$ cat config.mk
export PLATFORM = sky130hd
export DESIGN_NAME = mnsc_exec
export DESIGN_NICKNAME = d
export VERILOG_FILES = /design/src/hw/mnsc_pkg.sv /design/src/hw/mnsc_stack_mem.sv /design/src/hw/mnsc_exec.sv
export SDC_FILE = /design/constraint.sdc
export NUM_CORES = 1
export LEC_CHECK = 0
export BUFFER_PORTS_ARGS = -buffer_cell sky130_fd_sc_hd__buf_2
export CAP_MARGIN = 40
export CORE_ASPECT_RATIO = 1.4
export CORE_MARGIN = 2
export CORE_UTILIZATION = 45
export DETAILED_ROUTE_END_ITERATION = 16
export MAX_ROUTING_LAYER = met4
export REMOVE_ABC_BUFFERS = 1
export SLEW_MARGIN = 10
export SYNTH_ARGS = -nofsm -noshare
export SYNTH_HDL_FRONTEND = slang
export SYNTH_SLANG_ARGS = --single-unit
$ cat constraint.sdc
create_clock -name sys_clk_i -period 6.35 [get_ports sys_clk_i]
set_input_delay 1.27 -clock sys_clk_i [delete_from_list [all_inputs] [get_ports sys_clk_i]]
set_output_delay 1.27 -clock sys_clk_i [all_outputs]
set_load 0.005 [all_outputs]
$ cat src/hw/mnsc_pkg.sv
// constants and types shared by the multiply/negate/stack/call execution block
package mnsc_pkg;
  // -------------------------------------------------------------------------
  // opcode fields
  // -------------------------------------------------------------------------
  localparam logic [7:0]  MULLIT_HI    = 8'h0D;
  localparam logic [6:0]  MULFILE_HI7  = 7'h01;
  localparam logic [6:0]  NEGATE_HI7   = 7'h36;
  localparam logic [4:0]  CALL_REL_HI5 = 5'h1B;
  localparam logic [15:0] POP_OPC      = 16'h0006;
  localparam logic [15:0] PUSH_OPC     = 16'h0005;
  localparam logic [15:0] SWRST_OPC    = 16'h00FF;
  localparam logic [15:0] NOP_OPC      = 16'h0000;
  localparam logic [3:0]  NOP2_HI4     = 4'hF;
  localparam int          ACC_BIT      = 8;
  localparam int          OFS_W        = 11;
  // -------------------------------------------------------------------------
  // addressing
  // -------------------------------------------------------------------------
  localparam logic [7:0]  IDX_LIMIT    = 8'h5F;
  localparam logic [7:0]  ACC_SPLIT    = 8'h60;
  localparam logic [3:0]  ACC_HI_BANK  = 4'h0;
  localparam logic [3:0]  SFR_BANK     = 4'hF;
  localparam logic [20:0] PC_STEP      = 21'h000002;
  localparam logic [20:0] PC_RESET     = 21'h000000;
  localparam logic [7:0]  BYTE_ZERO    = 8'h00;
  localparam logic [4:0]  SP_ZERO      = 5'h00;
  localparam logic [4:0]  SP_ONE       = 5'h01;
  localparam logic [4:0]  SP_MAX       = 5'h1F;
  localparam int          STK_DEPTH    = 31;
  // status flag positions
  localparam int          FLG_C        = 0;
  localparam int          FLG_DC       = 1;
  localparam int          FLG_Z        = 2;
  localparam int          FLG_OV       = 3;
  localparam int          FLG_N        = 4;
  localparam logic [4:0]  STATUS_RESET = 5'h00;

  typedef enum logic [2:0] {
    MNSC_EXEC_ST  = 3'b001,
    MNSC_FLUSH_ST = 3'b010,
    MNSC_RST_ST   = 3'b100
  } mnsc_state_type;
endpackage

$ cat src/hw/mnsc_stack_mem.sv
// return-stack storage with registered read data
module mnsc_stack_mem
  import mnsc_pkg::*;
(
  // clock
  input  wire logic        sys_clk_i,
  // write port
  input  wire logic        wr_en_i,
  input  wire logic [4:0]  wr_addr_i,
  input  wire logic [20:0] wr_data_i,
  // read port
  input  wire logic [4:0]  rd_addr_i,
  output logic      [20:0] rd_data_o
);
  logic [20:0] mem_ff [0:STK_DEPTH];
  logic [20:0] rd_ff;

  // write-through keeps the top visible in the cycle after a push
  always_ff @(posedge sys_clk_i) begin
    if (wr_en_i) begin
      mem_ff[wr_addr_i] <= wr_data_i;
    end
    if (wr_en_i && wr_addr_i == rd_addr_i) begin
      rd_ff <= wr_data_i;
    end else begin
      rd_ff <= mem_ff[rd_addr_i];
    end
  end

  assign rd_data_o = rd_ff;
endmodule

$ cat src/hw/mnsc_exec.sv
// execution unit for multiply, negate, nop, pop, push, relative call and software reset
// Overview of operation
// - literal multiply: accumulator times immediate, unsigned
// - product high and low bytes written
// - multiplies leave every status flag alone
// - file multiply: accumulator times register, operands kept
// - access bit picks access bank or selector
// - extended set, low address: indexed offset
// - negate writes two's complement, sets flags
// - pop discards top, previous entry surfaces
// - push stores pc plus two, one cycle
// - relative call pushes pc plus two
// - call jumps pc+2+2n, second cycle idle
// - software reset equals external pin reset
module mnsc_exec
  import mnsc_pkg::*;
(
  // clock and reset
  input  wire logic        sys_clk_i,
  input  wire logic        rst_i,
  // instruction from decoder
  input  wire logic        instr_valid_i,
  input  wire logic [15:0] instr_i,
  input  wire logic        ext_set_en_i,
  // datapath sources
  input  wire logic [7:0]  accum_i,
  input  wire logic [3:0]  bank_selector_i,
  input  wire logic [11:0] index_base_i,
  input  wire logic [7:0]  file_rd_data_i,
  // file register access
  output logic [11:0]      file_addr_o,
  output logic             file_wr_en_o,
  output logic [7:0]       file_wr_data_o,
  // results
  output logic [7:0]       product_high_byte_o,
  output logic [7:0]       product_low_byte_o,
  output logic [4:0]       status_o,
  output logic [20:0]      pc_o,
  output logic [20:0]      stack_top_entry_o,
  output logic [4:0]       stack_ptr_o,
  output logic             instr_ready_o,
  output logic             external_pin_reset_o
);
  // -------------------------------------------------------------------------
  // decode helpers
  // -------------------------------------------------------------------------
  function automatic logic [11:0] eff_addr(input logic [15:0] ins, input logic ext,
                                           input logic [3:0] bsel, input logic [11:0] base);
    logic [7:0] f;
    f = ins[7:0];
    if (ins[ACC_BIT]) begin
      eff_addr = {bsel, f};
    end else if (ext && f <= IDX_LIMIT) begin
      eff_addr = base + {4'h0, f};
    end else if (f < ACC_SPLIT) begin
      eff_addr = {ACC_HI_BANK, f};
    end else begin
      eff_addr = {SFR_BANK, f};
    end
  endfunction

  function automatic logic [15:0] umul(input logic [7:0] a, input logic [7:0] b);
    umul = {8'h00, a} * {8'h00, b};
  endfunction

  localparam logic [3:0] NIB_ZERO = 4'h0;
  // negate flags: carry means no borrow out of zero minus operand
  function automatic logic [4:0] neg_flags(input logic [7:0] opnd, input logic [7:0] res);
    logic [4:0] flg;
    flg         = STATUS_RESET;
    flg[FLG_N]  = res[7];
    flg[FLG_Z]  = res == BYTE_ZERO;
    flg[FLG_OV] = opnd[7] & res[7];
    flg[FLG_C]  = opnd == BYTE_ZERO;
    flg[FLG_DC] = opnd[3:0] == NIB_ZERO;
    neg_flags   = flg;
  endfunction

  logic is_mullit, is_mulfile, is_neg, is_pop, is_push, is_call, is_rst, is_nop;
  assign is_mullit  = instr_i[15:8] == MULLIT_HI;
  assign is_mulfile = instr_i[15:9] == MULFILE_HI7;
  assign is_neg     = instr_i[15:9] == NEGATE_HI7;
  assign is_pop     = instr_i == POP_OPC;
  assign is_push    = instr_i == PUSH_OPC;
  assign is_call    = instr_i[15:11] == CALL_REL_HI5;
  assign is_rst     = instr_i == SWRST_OPC;
  assign is_nop     = instr_i == NOP_OPC || instr_i[15:12] == NOP2_HI4;

  // -------------------------------------------------------------------------
  // state
  // -------------------------------------------------------------------------
  mnsc_state_type state_ff, nxt_state;
  logic [7:0]  prod_hi_ff, nxt_prod_hi, prod_lo_ff, nxt_prod_lo;
  logic [4:0]  status_ff, nxt_status;
  logic [20:0] pc_ff, nxt_pc;
  logic [4:0]  sp_ff, nxt_sp;
  logic        stk_wr;
  logic [20:0] stk_wdata;
  logic [4:0]  stk_raddr;
  logic [20:0] stk_rdata;
  logic [7:0]  neg_res;
  logic [15:0] prod;
  logic        fire;

  assign fire      = instr_valid_i && state_ff == MNSC_EXEC_ST;
  assign neg_res   = ~file_rd_data_i + 8'h01;
  assign prod      = umul(accum_i, is_mullit ? instr_i[7:0] : file_rd_data_i);
  assign file_addr_o = eff_addr(instr_i, ext_set_en_i, bank_selector_i, index_base_i);

  always_comb begin
    nxt_state      = state_ff;
    nxt_prod_hi    = prod_hi_ff;
    nxt_prod_lo    = prod_lo_ff;
    nxt_status     = status_ff;
    nxt_pc         = pc_ff;
    nxt_sp         = sp_ff;
    stk_wr         = 1'b0;
    stk_wdata      = pc_ff + PC_STEP;
    file_wr_en_o   = 1'b0;
    file_wr_data_o = neg_res;
    case (state_ff)
      MNSC_EXEC_ST: begin
        if (fire) begin
          nxt_pc = pc_ff + PC_STEP;
          if (is_mullit || is_mulfile) begin
            nxt_prod_hi = prod[15:8];
            nxt_prod_lo = prod[7:0];
          end else if (is_neg) begin
            file_wr_en_o = 1'b1;
            nxt_status   = neg_flags(file_rd_data_i, neg_res);
          end else if (is_pop) begin
            if (sp_ff != SP_ZERO) begin
              nxt_sp = sp_ff - SP_ONE;
            end
          end else if (is_push || is_call) begin
            if (sp_ff != SP_MAX) begin
              nxt_sp = sp_ff + SP_ONE;
              stk_wr = 1'b1;
            end
            if (is_call) begin
              nxt_pc = pc_ff + PC_STEP + {{9{instr_i[10]}}, instr_i[10:0], 1'b0};
              nxt_state = MNSC_FLUSH_ST;
            end
          end else if (is_rst) begin
            nxt_state = MNSC_RST_ST;
          end
        end
      end
      MNSC_FLUSH_ST: begin
        nxt_state = MNSC_EXEC_ST;
      end
      MNSC_RST_ST: begin
        nxt_state = MNSC_EXEC_ST;
      end
      default: begin
        nxt_state = MNSC_EXEC_ST;
      end
    endcase
  end

  // reset instruction reuses the pin-reset values; one reset cycle follows
  always_ff @(posedge sys_clk_i) begin
    if (rst_i || state_ff == MNSC_RST_ST) begin
      state_ff  <= MNSC_EXEC_ST;
      prod_hi_ff <= BYTE_ZERO;
      prod_lo_ff <= BYTE_ZERO;
      status_ff <= STATUS_RESET;
      pc_ff     <= PC_RESET;
      sp_ff     <= SP_ZERO;
    end else begin
      state_ff  <= nxt_state;
      prod_hi_ff <= nxt_prod_hi;
      prod_lo_ff <= nxt_prod_lo;
      status_ff <= nxt_status;
      pc_ff     <= nxt_pc;
      sp_ff     <= nxt_sp;
    end
  end

  assign stk_raddr = nxt_sp;

  mnsc_stack_mem u_stack (
    .sys_clk_i (sys_clk_i),
    .wr_en_i   (stk_wr),
    .wr_addr_i (nxt_sp),
    .wr_data_i (stk_wdata),
    .rd_addr_i (stk_raddr),
    .rd_data_o (stk_rdata)
  );

  // -------------------------------------------------------------------------
  // outputs
  // -------------------------------------------------------------------------
  assign product_high_byte_o  = prod_hi_ff;
  assign product_low_byte_o   = prod_lo_ff;
  assign status_o             = status_ff;
  assign pc_o                 = pc_ff;
  assign stack_ptr_o          = sp_ff;
  assign stack_top_entry_o    = (sp_ff == SP_ZERO) ? PC_RESET : stk_rdata;
  assign instr_ready_o        = state_ff == MNSC_EXEC_ST;
  assign external_pin_reset_o = state_ff == MNSC_RST_ST;

  // -------------------------------------------------------------------------
  // check helpers
  // -------------------------------------------------------------------------
  // expected values rebuilt from the rules, not taken from the datapath
  localparam logic [7:0] NEG_OVF_VAL = 8'h80;
  logic [7:0]  neg_chk;
  logic [20:0] call_dest;
  assign neg_chk   = 8'(BYTE_ZERO - file_rd_data_i);
  assign call_dest = pc_ff + PC_STEP + 21'($signed({instr_i[10:0], 1'b0}));
endmodule

After elaboration in Yosys (flattened, before gate mapping) --
Memory sizes are Yosys's and may differ from the RTL's. A register that Yosys moved wholly into a read port is not among the register bits. Cells that the tools add are included.
Operators by class: add/subtract/negate cells 6, multipliers 1, div/mod/pow operators 0, order comparisons 2, equality and inequality tests 11, shift operators 0, multiplexer cells 34, bitwise operators 6, reduce and logical (&&, ||, !) cells 16
Operators with widths (number):
- 21-bit two-way mux | 6
- 5-bit two-way mux | 8
- 12-bit two-way mux | 3
- 16-bit by 3-bit == test with 1-bit output, second input constant | 2
- 21-bit by 2-bit adder with 21-bit output, second input constant | 1
- 21-bit adder | 1
- 16-bit by 8-bit == test with 1-bit output, second input constant | 1
- 8-bit logical NOT | 2
- 8-bit by 8-bit multiplier with 16-bit output | 1
- 1-bit two-way mux | 13
- 12-bit by 8-bit adder with 12-bit output | 1
- 3-bit two-way mux | 3
- 8-bit by 1-bit adder with 8-bit output, second input constant | 1
- 8-bit by 4-bit == test with 1-bit output, second input constant | 1
- 8-bit by 7-bit less-or-equal comparator with 1-bit output, second input constant | 1
- 8-bit by 7-bit less-than comparator with 1-bit output, second input constant | 1
- 8-bit two-way mux | 1
- 8-bit inverter | 1
- 7-bit by 1-bit == test with 1-bit output, second input constant | 1
- 7-bit by 6-bit == test with 1-bit output, second input constant | 1
- 6-bit AND reduction | 1
- 5-bit by 1-bit adder with 5-bit output, second input constant | 1
- 5-bit == test, second input constant | 1
- 5-bit logical NOT | 1
- other kinds (16) | 22
Storage, ports and cells: flip-flop bits (word level) 50, latch bits 0, RAM bits 672, ROM bits 0, bits of input ports 52, output and inout port bits 91, word-level logic and storage cells 83, memories 1
Memories:
- u_stack.mem_ff | words 32, bits a word 21, rd ports 1, clocked after memory_dff 1, write ports 1, line mnsc_stack_mem.sv:15 | logic [20:0] mem_ff [0:STK_DEPTH];

Depth between registers and ports, before layout --
Gate-level depths: netlist of run 1.
depth in word-level cells 10, mapped depth 23, depth with buffers taken out 21

Cells and area by module --
A second synthesis of run 1 with hierarchy kept.
Unflattened totals: cell total of the unflattened synthesis 2299, area, all modules 33047.9 um^2
Modules (own cells, without submodules):
- mnsc_stack_mem | instances 1, cells each 1465, area each 26431.6 um^2, seq. area each 20279.4 um^2
- mnsc_exec | instances 1, cells each 834, area each 6616.3 um^2, seq. area each 980.9 um^2

Least setup slack after synthesis of run 1 --
Ideal clock, no wire load.
path type input -> register, start input port instr_i[12], end register prod_hi_ff[7] (netlist: product_high_byte_o[7]), setup time 132 ps, arrival 6113 ps, required time 6218 ps, path slack 105 ps, cell stages on the path 20, path buffers 1, cells stage by stage nor4_4 -> and3_1 -> clkbuf_1 -> mux2i_1 -> nand2b_1 -> fa_1 -> fa_1 -> inv_1 -> fa_1 -> inv_1 -> fa_1 -> inv_1 -> ha_1 -> a21boi_0 -> o21ai_0 -> a21oi_1 -> o2111ai_1 -> a31oi_1 -> xnor2_1 -> a21oi_1
Between the ends: word-level cells in the longest chain between the ends 3, elaborated cells on any way between the ends 6, those cells by class mul: 1; eq/ne: 2; mux: 1; reduce/logical: 2
RTL lines:
- start, declared | line mnsc_exec.sv:23 | input wire logic [15:0] instr_i,
- 8-bit by 4-bit == test with 1-bit output / 7-bit by 1-bit == test with 1-bit output (equally long branches) | line mnsc_exec.sv:80, mnsc_exec.sv:81
- 8-bit two-way mux / 1-bit logical OR (equally long branches) | line mnsc_exec.sv:107, mnsc_exec.sv:125
- 8-bit by 8-bit multiplier with 16-bit output / 3-bit AND reduction (equally long branches)
- end signal, assigned | line mnsc_exec.sv:172 | prod_hi_ff <= nxt_prod_hi;
- end, declared | line mnsc_exec.sv:93 | logic [7:0] prod_hi_ff, nxt_prod_hi, prod_lo_ff, nxt_prod_lo;
Parallel ways exist; a longest one is shown, timed or not. A chain may end at the register's enable or synchronous reset.

Final worst setup path of run 1 --
start input port instr_i[13], end register prod_hi_ff[3] (netlist: product_high_byte_o[3])
The elaborated chain is that of the path after synthesis.

==> results.ini, run 1 <==
[synth]
ys_ff_latch=694
yosys_warnings=0
seq_area_frac_synth_pct=65.8
ys_top_cells_by_count=640 x edfxtp_1, 200 x mux4_2, 106 x nor2_1
synth-edff-count=640
netlist_instances=1808
ys_async_sr_fraction_pct=0
netlist_top_cells_area=edfxtp_1 62%, mux4_2 15%, dfxtp_1 3.5%, ha_1 2.8%, fa_1 2.5%
yosysTopAreaCellShare_pct=62.3
ys.flop_type=edfxtp_1
synthDistinctLibCells=68
syn_area_per_cell_um2=17.1
synth.most_common_cell=edfxtp_1
yosys.area.top_type=edfxtp_1
netlist_area_um2=30900

[place]
port-buffer-count=140
gp_congestion=0.884
postPlaceCellArea_um2=33400
hpwl_mm=46.2

[worst_hold_path]
hold_start=product_high_byte_o[0]$_SDFFE_PP0P_
hold_path_class=register to register

[clock_network]
cts-resized-gates=0
clockRootBuffer=clkbuf_16
cts_tree=done
cts_setup_buffers=0
clock_latency_ps=590
clk_pin_slew_worst_paths_ps=60
numClockSinks=694
clockBufferDepth=3
cts_hold_buf=0
ctsHtreeMaxLevel=3
numCtsBuffers=66

[layout]
layout-drive-gt1-share_pct=28.4
n_fill_cell=5496
layout.nets=2179
stdcell_area_um2=35500
area_growth_pct=14.9

[sta]
fin_worst_skew_ps=26.2
rsz0062_at_grt=false
slew_violations=0
fin_crit_sh_pct=91.3
finalSetupViolCount=0
slew_headroom_pct=39.0
fmax_mhz=173
post-route-min-period_ps=5800
worst_slew_pin_slew_ps=915
hold_viol_final=0

[drt]
drtAntennaViolNets=0
wl_met1_mm=29.2
vias=16900
wl_per_cell_um=25.5
route.met2.wl_mm=38.7
drtIter0Drc=1285
highest_layer=met4
vias_per_cell=5.78
wirelength_mm=74.8
dr.pass1.iters=5
wl_met3_mm=4.49
drc=0

[critical_path]
crit_slowest_cell=fa_1
slowest_delay_ps=490
startpoint_type=input port
end_kind=register
crit_start=instr_i[13]
worstPathArrival_ps=6300
worstPathCellList=buf_2 > nor4_4 > and3_1 > buf_12 > mux2i_1 > buf_4 > nor2b_1 > fa_1 > fa_1 > inv_1 > fa_1 > fa_1 > inv_1 > ha_1 > o21ai_0 > a21boi_0 > o21ai_0 > a21oi_1 > buf_4 > o21a_1 > o21ai_0 > nand3b_1 > a21oi_1
cp.required_ps=6850
crit_fanout=8
cpMostUsedCell=fa_1
crit_type=input port to register
reg2reg_from=pc_o[1]$_SDFFE_PP0P_

[power]
peakVddDrop_uv=183
power.total_mw=9.54
p_sw_mw=2.12
intPower_mw=7.42
swShare_pct=22.2
comb_power_share_pct=8.4
clkPwrFrac_pct=39.2
seq_power_share_pct=52.4
p_per_area_nw_per_um2=269
p_leak_nw=11.8

[die]
fp-row-count=113
io-pin-count=143
initial_core_util_pct=45.5
die_h_um=314
fp.coreArea_um2=67900
dieArea_um2=70700
die_w_um=225

[run]
maxCapViolCount=0

[grt]
grt.total_usage_pct=22.4
grt_overflow=0
grt_pass1_wl_mm=112
antenna_found_initial=1
grt_pass1_vias=18000
grt_max_degree=50

[status]
status=complete, no violations

-- worst paths after layout --
kind	to	slack, ps	cells after the start
max	product_high_byte_o[3]$_SDFFE_PP0P_	550	23
min	product_high_byte_o[0]$_SDFFE_PP0P_	460	2
max reg2reg	pc_o[19]$_SDFFE_PP0P_	2140	16
min reg2reg	product_high_byte_o[0]$_SDFFE_PP0P_	460	2
-- power groups by stage --
stage          logic (mW)  clock network, mW  registers [mW]
6_report            0.802               3.74            5.00
5_1_grt             0.919               4.00            5.00
4_1_cts             0.812               3.82            5.00
3_5_place_dp        0.806                  0            5.10
3_3_place_gp        0.779                  0            5.10
2_1_floorplan       0.547                  0            5.11
-- logic make-up after synthesis --
logic type	synth area share, %
DFF	65.8
buffers and inverters	2.04
xor gates and xnor gates	1.59
muxes	15.6
adders and majority gates	5.22
and+or+nand+nor	6.41
other	0.0121
AOI/OAI and AO/OA	3.32
-- layer usage --
layer  track usage [%]  vias up
met1              27.3     8798
met5                 -        -
met3              3.56      124
met2              38.1      531
met4              7.77        0
li1                  -     7495
-- flip-flops by register name (all words and copies together) (netlist names), named ones only --
name,count
product_low_byte_o,8
u_stack.mem_ff,640
status_o,5
stack_ptr_o,5
pc_o,20
state_ff,3
product_high_byte_o,8
-- cell type report --
cell class | instances | area (um2) | area share, %
flip-flops and latches | 694 | 20300 | 57.3
multi-input cells | 954 | 10200 | 28.7
clock buffers | 80 | 1720 | 4.86
repair buffers | 224 | 1570 | 4.42
well taps | 862 | 1080 | 3.04
inverters | 81 | 304 | 0.857
clock inverters | 35 | 293 | 0.825
diodes | 1 | 2.50 | 0.00705
-- placed cells by master (no fill, tap or decap), types with 10 or more instances in the layout --
cell type,n
nand3_1,31
buf_4,65
inv_1,80
clkinv_2,10
and3_1,11
ha_1,68
and2_1,18
xnor2_1,25
nor2_1,81
dfxtp_1,50
xor2_1,13
edfxtp_1,640
or3_1,11
a21oi_1,54
clkinv_1,13
mux4_2,200
buf_2,141
buf_12,11
clkbuf_1,12
nand2_1,92
nor2b_1,43
nor3_1,17
clkbuf_16,66
o21ai_0,43
mux2i_1,28
nor2_2,34
nand4_1,12
fa_1,38
-- worst max-delay path, delay by kind of cell --
kind	cells	cell delay, ps
multiplexers	1	180
buffers and inverters	6	710
AND/OR/NAND/NOR	4	720
AO/OA/AOI/OAI	7	1170
adder cells (fa/ha/maj)	5	2230
-- stage by stage --
stage | hold slack [ps] | setup slack, ps | utilization, % | std cells | setup TNS, ps
2_1_floorplan | 448 | -2820 | - | 1729 | -56310
3_3_place_gp | 442 | 57.5 | 49.0 | 2804 | 0
6_report | 457 | 553 | 52.3 | 2931 | 0
3_5_place_dp | 450 | -22.7 | 49.3 | 2814 | -35.6
4_1_cts | 461 | 574 | 52.3 | 2929 | 0
5_1_grt | 476 | 200 | 52.3 | 2931 | 0
No activity file was read; power rests on OpenSTA's default activity.
==> run 2: changes to the inputs <==
Clock period 6.35 ns to 6.03 ns, I/O delays scaled along.
==> run 2 against run 1 <==
Effect of this change:
- combinational power rose by 13%
- global-route usage grew 0.18 points
- clock power up 17%
- routed wire length grew 0.37%
- sequential cell count did not move
- largest cell class unchanged
- largest power group unchanged
==> results.ini, run 2 (synthesis gave the netlist of run 1 again) <==
[status]
status=complete, no violations

[clock_network]
ctsHtreeMaxLevel=3  ; unchanged
cts_hold_buf=0  ; unchanged
clock_latency_ps=600  ; about the same
clk_pin_slew_worst_paths_ps=60  ; about the same
numCtsBuffers=66  ; unchanged
cts_tree=done
cts-resized-gates=0  ; unchanged
cts_setup_buffers=0  ; unchanged
clockRootBuffer=clkbuf_16
numClockSinks=694  ; unchanged
clockBufferDepth=3  ; unchanged

[layout]
layout.nets=2197  ; +0.83%
area_growth_pct=16.1
top_register=u_stack.mem_ff
stdcell_count=2951  ; +0.68%
fin_util_pct=52.8  ; +0.52 points
largest_register_ffs=640  ; unchanged
layout-drive-gt1-share_pct=29.0  ; +0.62 points
final_cell_mix=640 x edfxtp_1, 200 x mux4_2, 141 x buf_2, 92 x nand2_1, 84 x buf_4
n_antenna_cell=0  ; -1
layout_commonest_cell=edfxtp_1
stdcell_area_um2=35800  ; +1.0%

[place]
hpwl_mm=46.0  ; -0.28%
dp.cells=2832  ; +0.64%
gp_congestion=0.882  ; -0.21%
port-buffer-count=140  ; unchanged
postPlaceCellArea_um2=33500  ; +0.31%

[die]
die_w_um=225  ; unchanged
fp-row-count=113  ; unchanged
initial_core_util_pct=45.5  ; unchanged
fp.coreArea_um2=67900  ; unchanged
io-pin-count=143  ; unchanged
die_h_um=314  ; unchanged
dieArea_um2=70700  ; unchanged

[sta]
fin_crit_sh_pct=94.1
finalSetupViolCount=0  ; unchanged
worst_slew_pin_slew_ps=864  ; -50.9 ps
slew_headroom_pct=42.2  ; +3.3 points
post-route-min-period_ps=5680
fin_worst_skew_ps=20.2  ; -6.00 ps
fmax_mhz=176
hold_viol_final=0  ; unchanged
rsz0062_at_grt=false
fin_hold_ws_ps=452  ; -4.82 ps
slew_violations=0  ; unchanged

[critical_path]
worstPathArrival_ps=6140  ; -160 ps
critPathBufInv=5  ; -1
startpoint_type=input port
end_kind=register
critPathTopFamily=adder cells
crit_type=input port to register
cpMostUsedCell=fa_1
slowest_delay_ps=470  ; -20 ps
cp.required_ps=6490  ; -360 ps
worstPathCellList=buf_2 > nor4_4 > and3_1 > buf_12 > mux2i_1 > buf_4 > nor2b_1 > fa_1 > fa_1 > ha_1 > inv_1 > fa_1 > inv_1 > ha_1 > nor2b_1 > o21ai_0 > a21boi_0 > o21ai_0 > a21oi_1 > o2111ai_1 > a31oi_1 > xnor2_1 > a21oi_1
crit_slowest_cell=fa_1
crit_fanout=7  ; -1

[drt]
vias=17100  ; +0.61%
wl_per_cell_um=25.5  ; -0.31%
drtAntennaViolNets=0  ; unchanged
vias_per_cell=5.78  ; about the same
drc=0  ; unchanged
wirelength_mm=75.1  ; +0.37%
dr.pass1.iters=5  ; unchanged
drtIter0Drc=1261  ; -1.9%

[worst_hold_path]
hold_path_class=register to register

[run]
maxCapViolCount=0  ; unchanged

[power]
p_per_area_nw_per_um2=294  ; +9.2%
peakVddDrop_uv=212  ; +15%
p_leak_nw=12.0  ; +1.6%

[grt]
grt_pass1_wl_mm=113  ; +0.97%
grt.total_usage_pct=22.6  ; +0.18 points
antenna_found_initial=1  ; unchanged
grt_pass1_vias=18300  ; +1.5%
grt_max_degree=73  ; +46%
grt_overflow=0  ; unchanged

## run 2: cell count changes in the layout (fill, tap and decap cells not counted), sizes merged
| cell | previous run | this run |
|---|---|---|
| clkinv | 26 | 21 |
| diode | 1 | 0 |
| bufinv | 4 | 11 |
| buf | 224 | 242 |
| inv | 83 | 84 |
## run 2: final timing paths
kind | from | end | slack (ps) | cells after the start
worst max register to register | pc_o[1]$_SDFFE_PP0P_ | pc_o[19]$_SDFFE_PP0P_ | 1780 | 16
worst min register to register | product_low_byte_o[6]$_SDFFE_PP0P_ | product_low_byte_o[6]$_SDFFE_PP0P_ | 450 | 2
worst min-delay path | product_low_byte_o[6]$_SDFFE_PP0P_ | product_low_byte_o[6]$_SDFFE_PP0P_ | 450 | 2
worst max-delay path | instr_i[12] | product_high_byte_o[7]$_SDFFE_PP0P_ | 350 | 23
## run 2: final cells by class
cell class                 count  area (um2)
fill                        5440       32000
clock inverter                38         474
multi-input combinational    954       10200
tap                          862        1080
timing repair buffer         242        1690
sequential                   694       20300
inverter                      81         304
clock buffer                  80        1790
## run 2: power by group
group / total, mW / switching [mW] / internal, mW
Clock: 4.36 / 1.77 / 2.59
Sequential: 5.26 / 0.0144 / 5.24
Combinational: 0.903 / 0.501 / 0.402
## run 2: layer usage
layer | global-route usage, % | share of wire, % | wire (um)
met1 | 26.7 | 38 | 28500
met2 | 39.8 | 54 | 40500
met3 | 3.56 | 5.8 | 4330
met4 | 6.73 | 2.5 | 1840
met5 | - | 0 | 0
## run 2: tightest hold or removal path: stages, from the launching register on
cell,delay (ps)
dfxtp_1,310
nand2_1,50
a21oi_1,50
## run 2: stage by stage
step	worst slack (ps)	setup TNS (ps)	power [mW]
CTS	380	0	10.6
detailed placement	-251	-816	6.26
floorplan	-3070	-61470	5.95
finish	354	0	10.5
global route	106	0	10.9
global placement	-86.8	-253	6.24
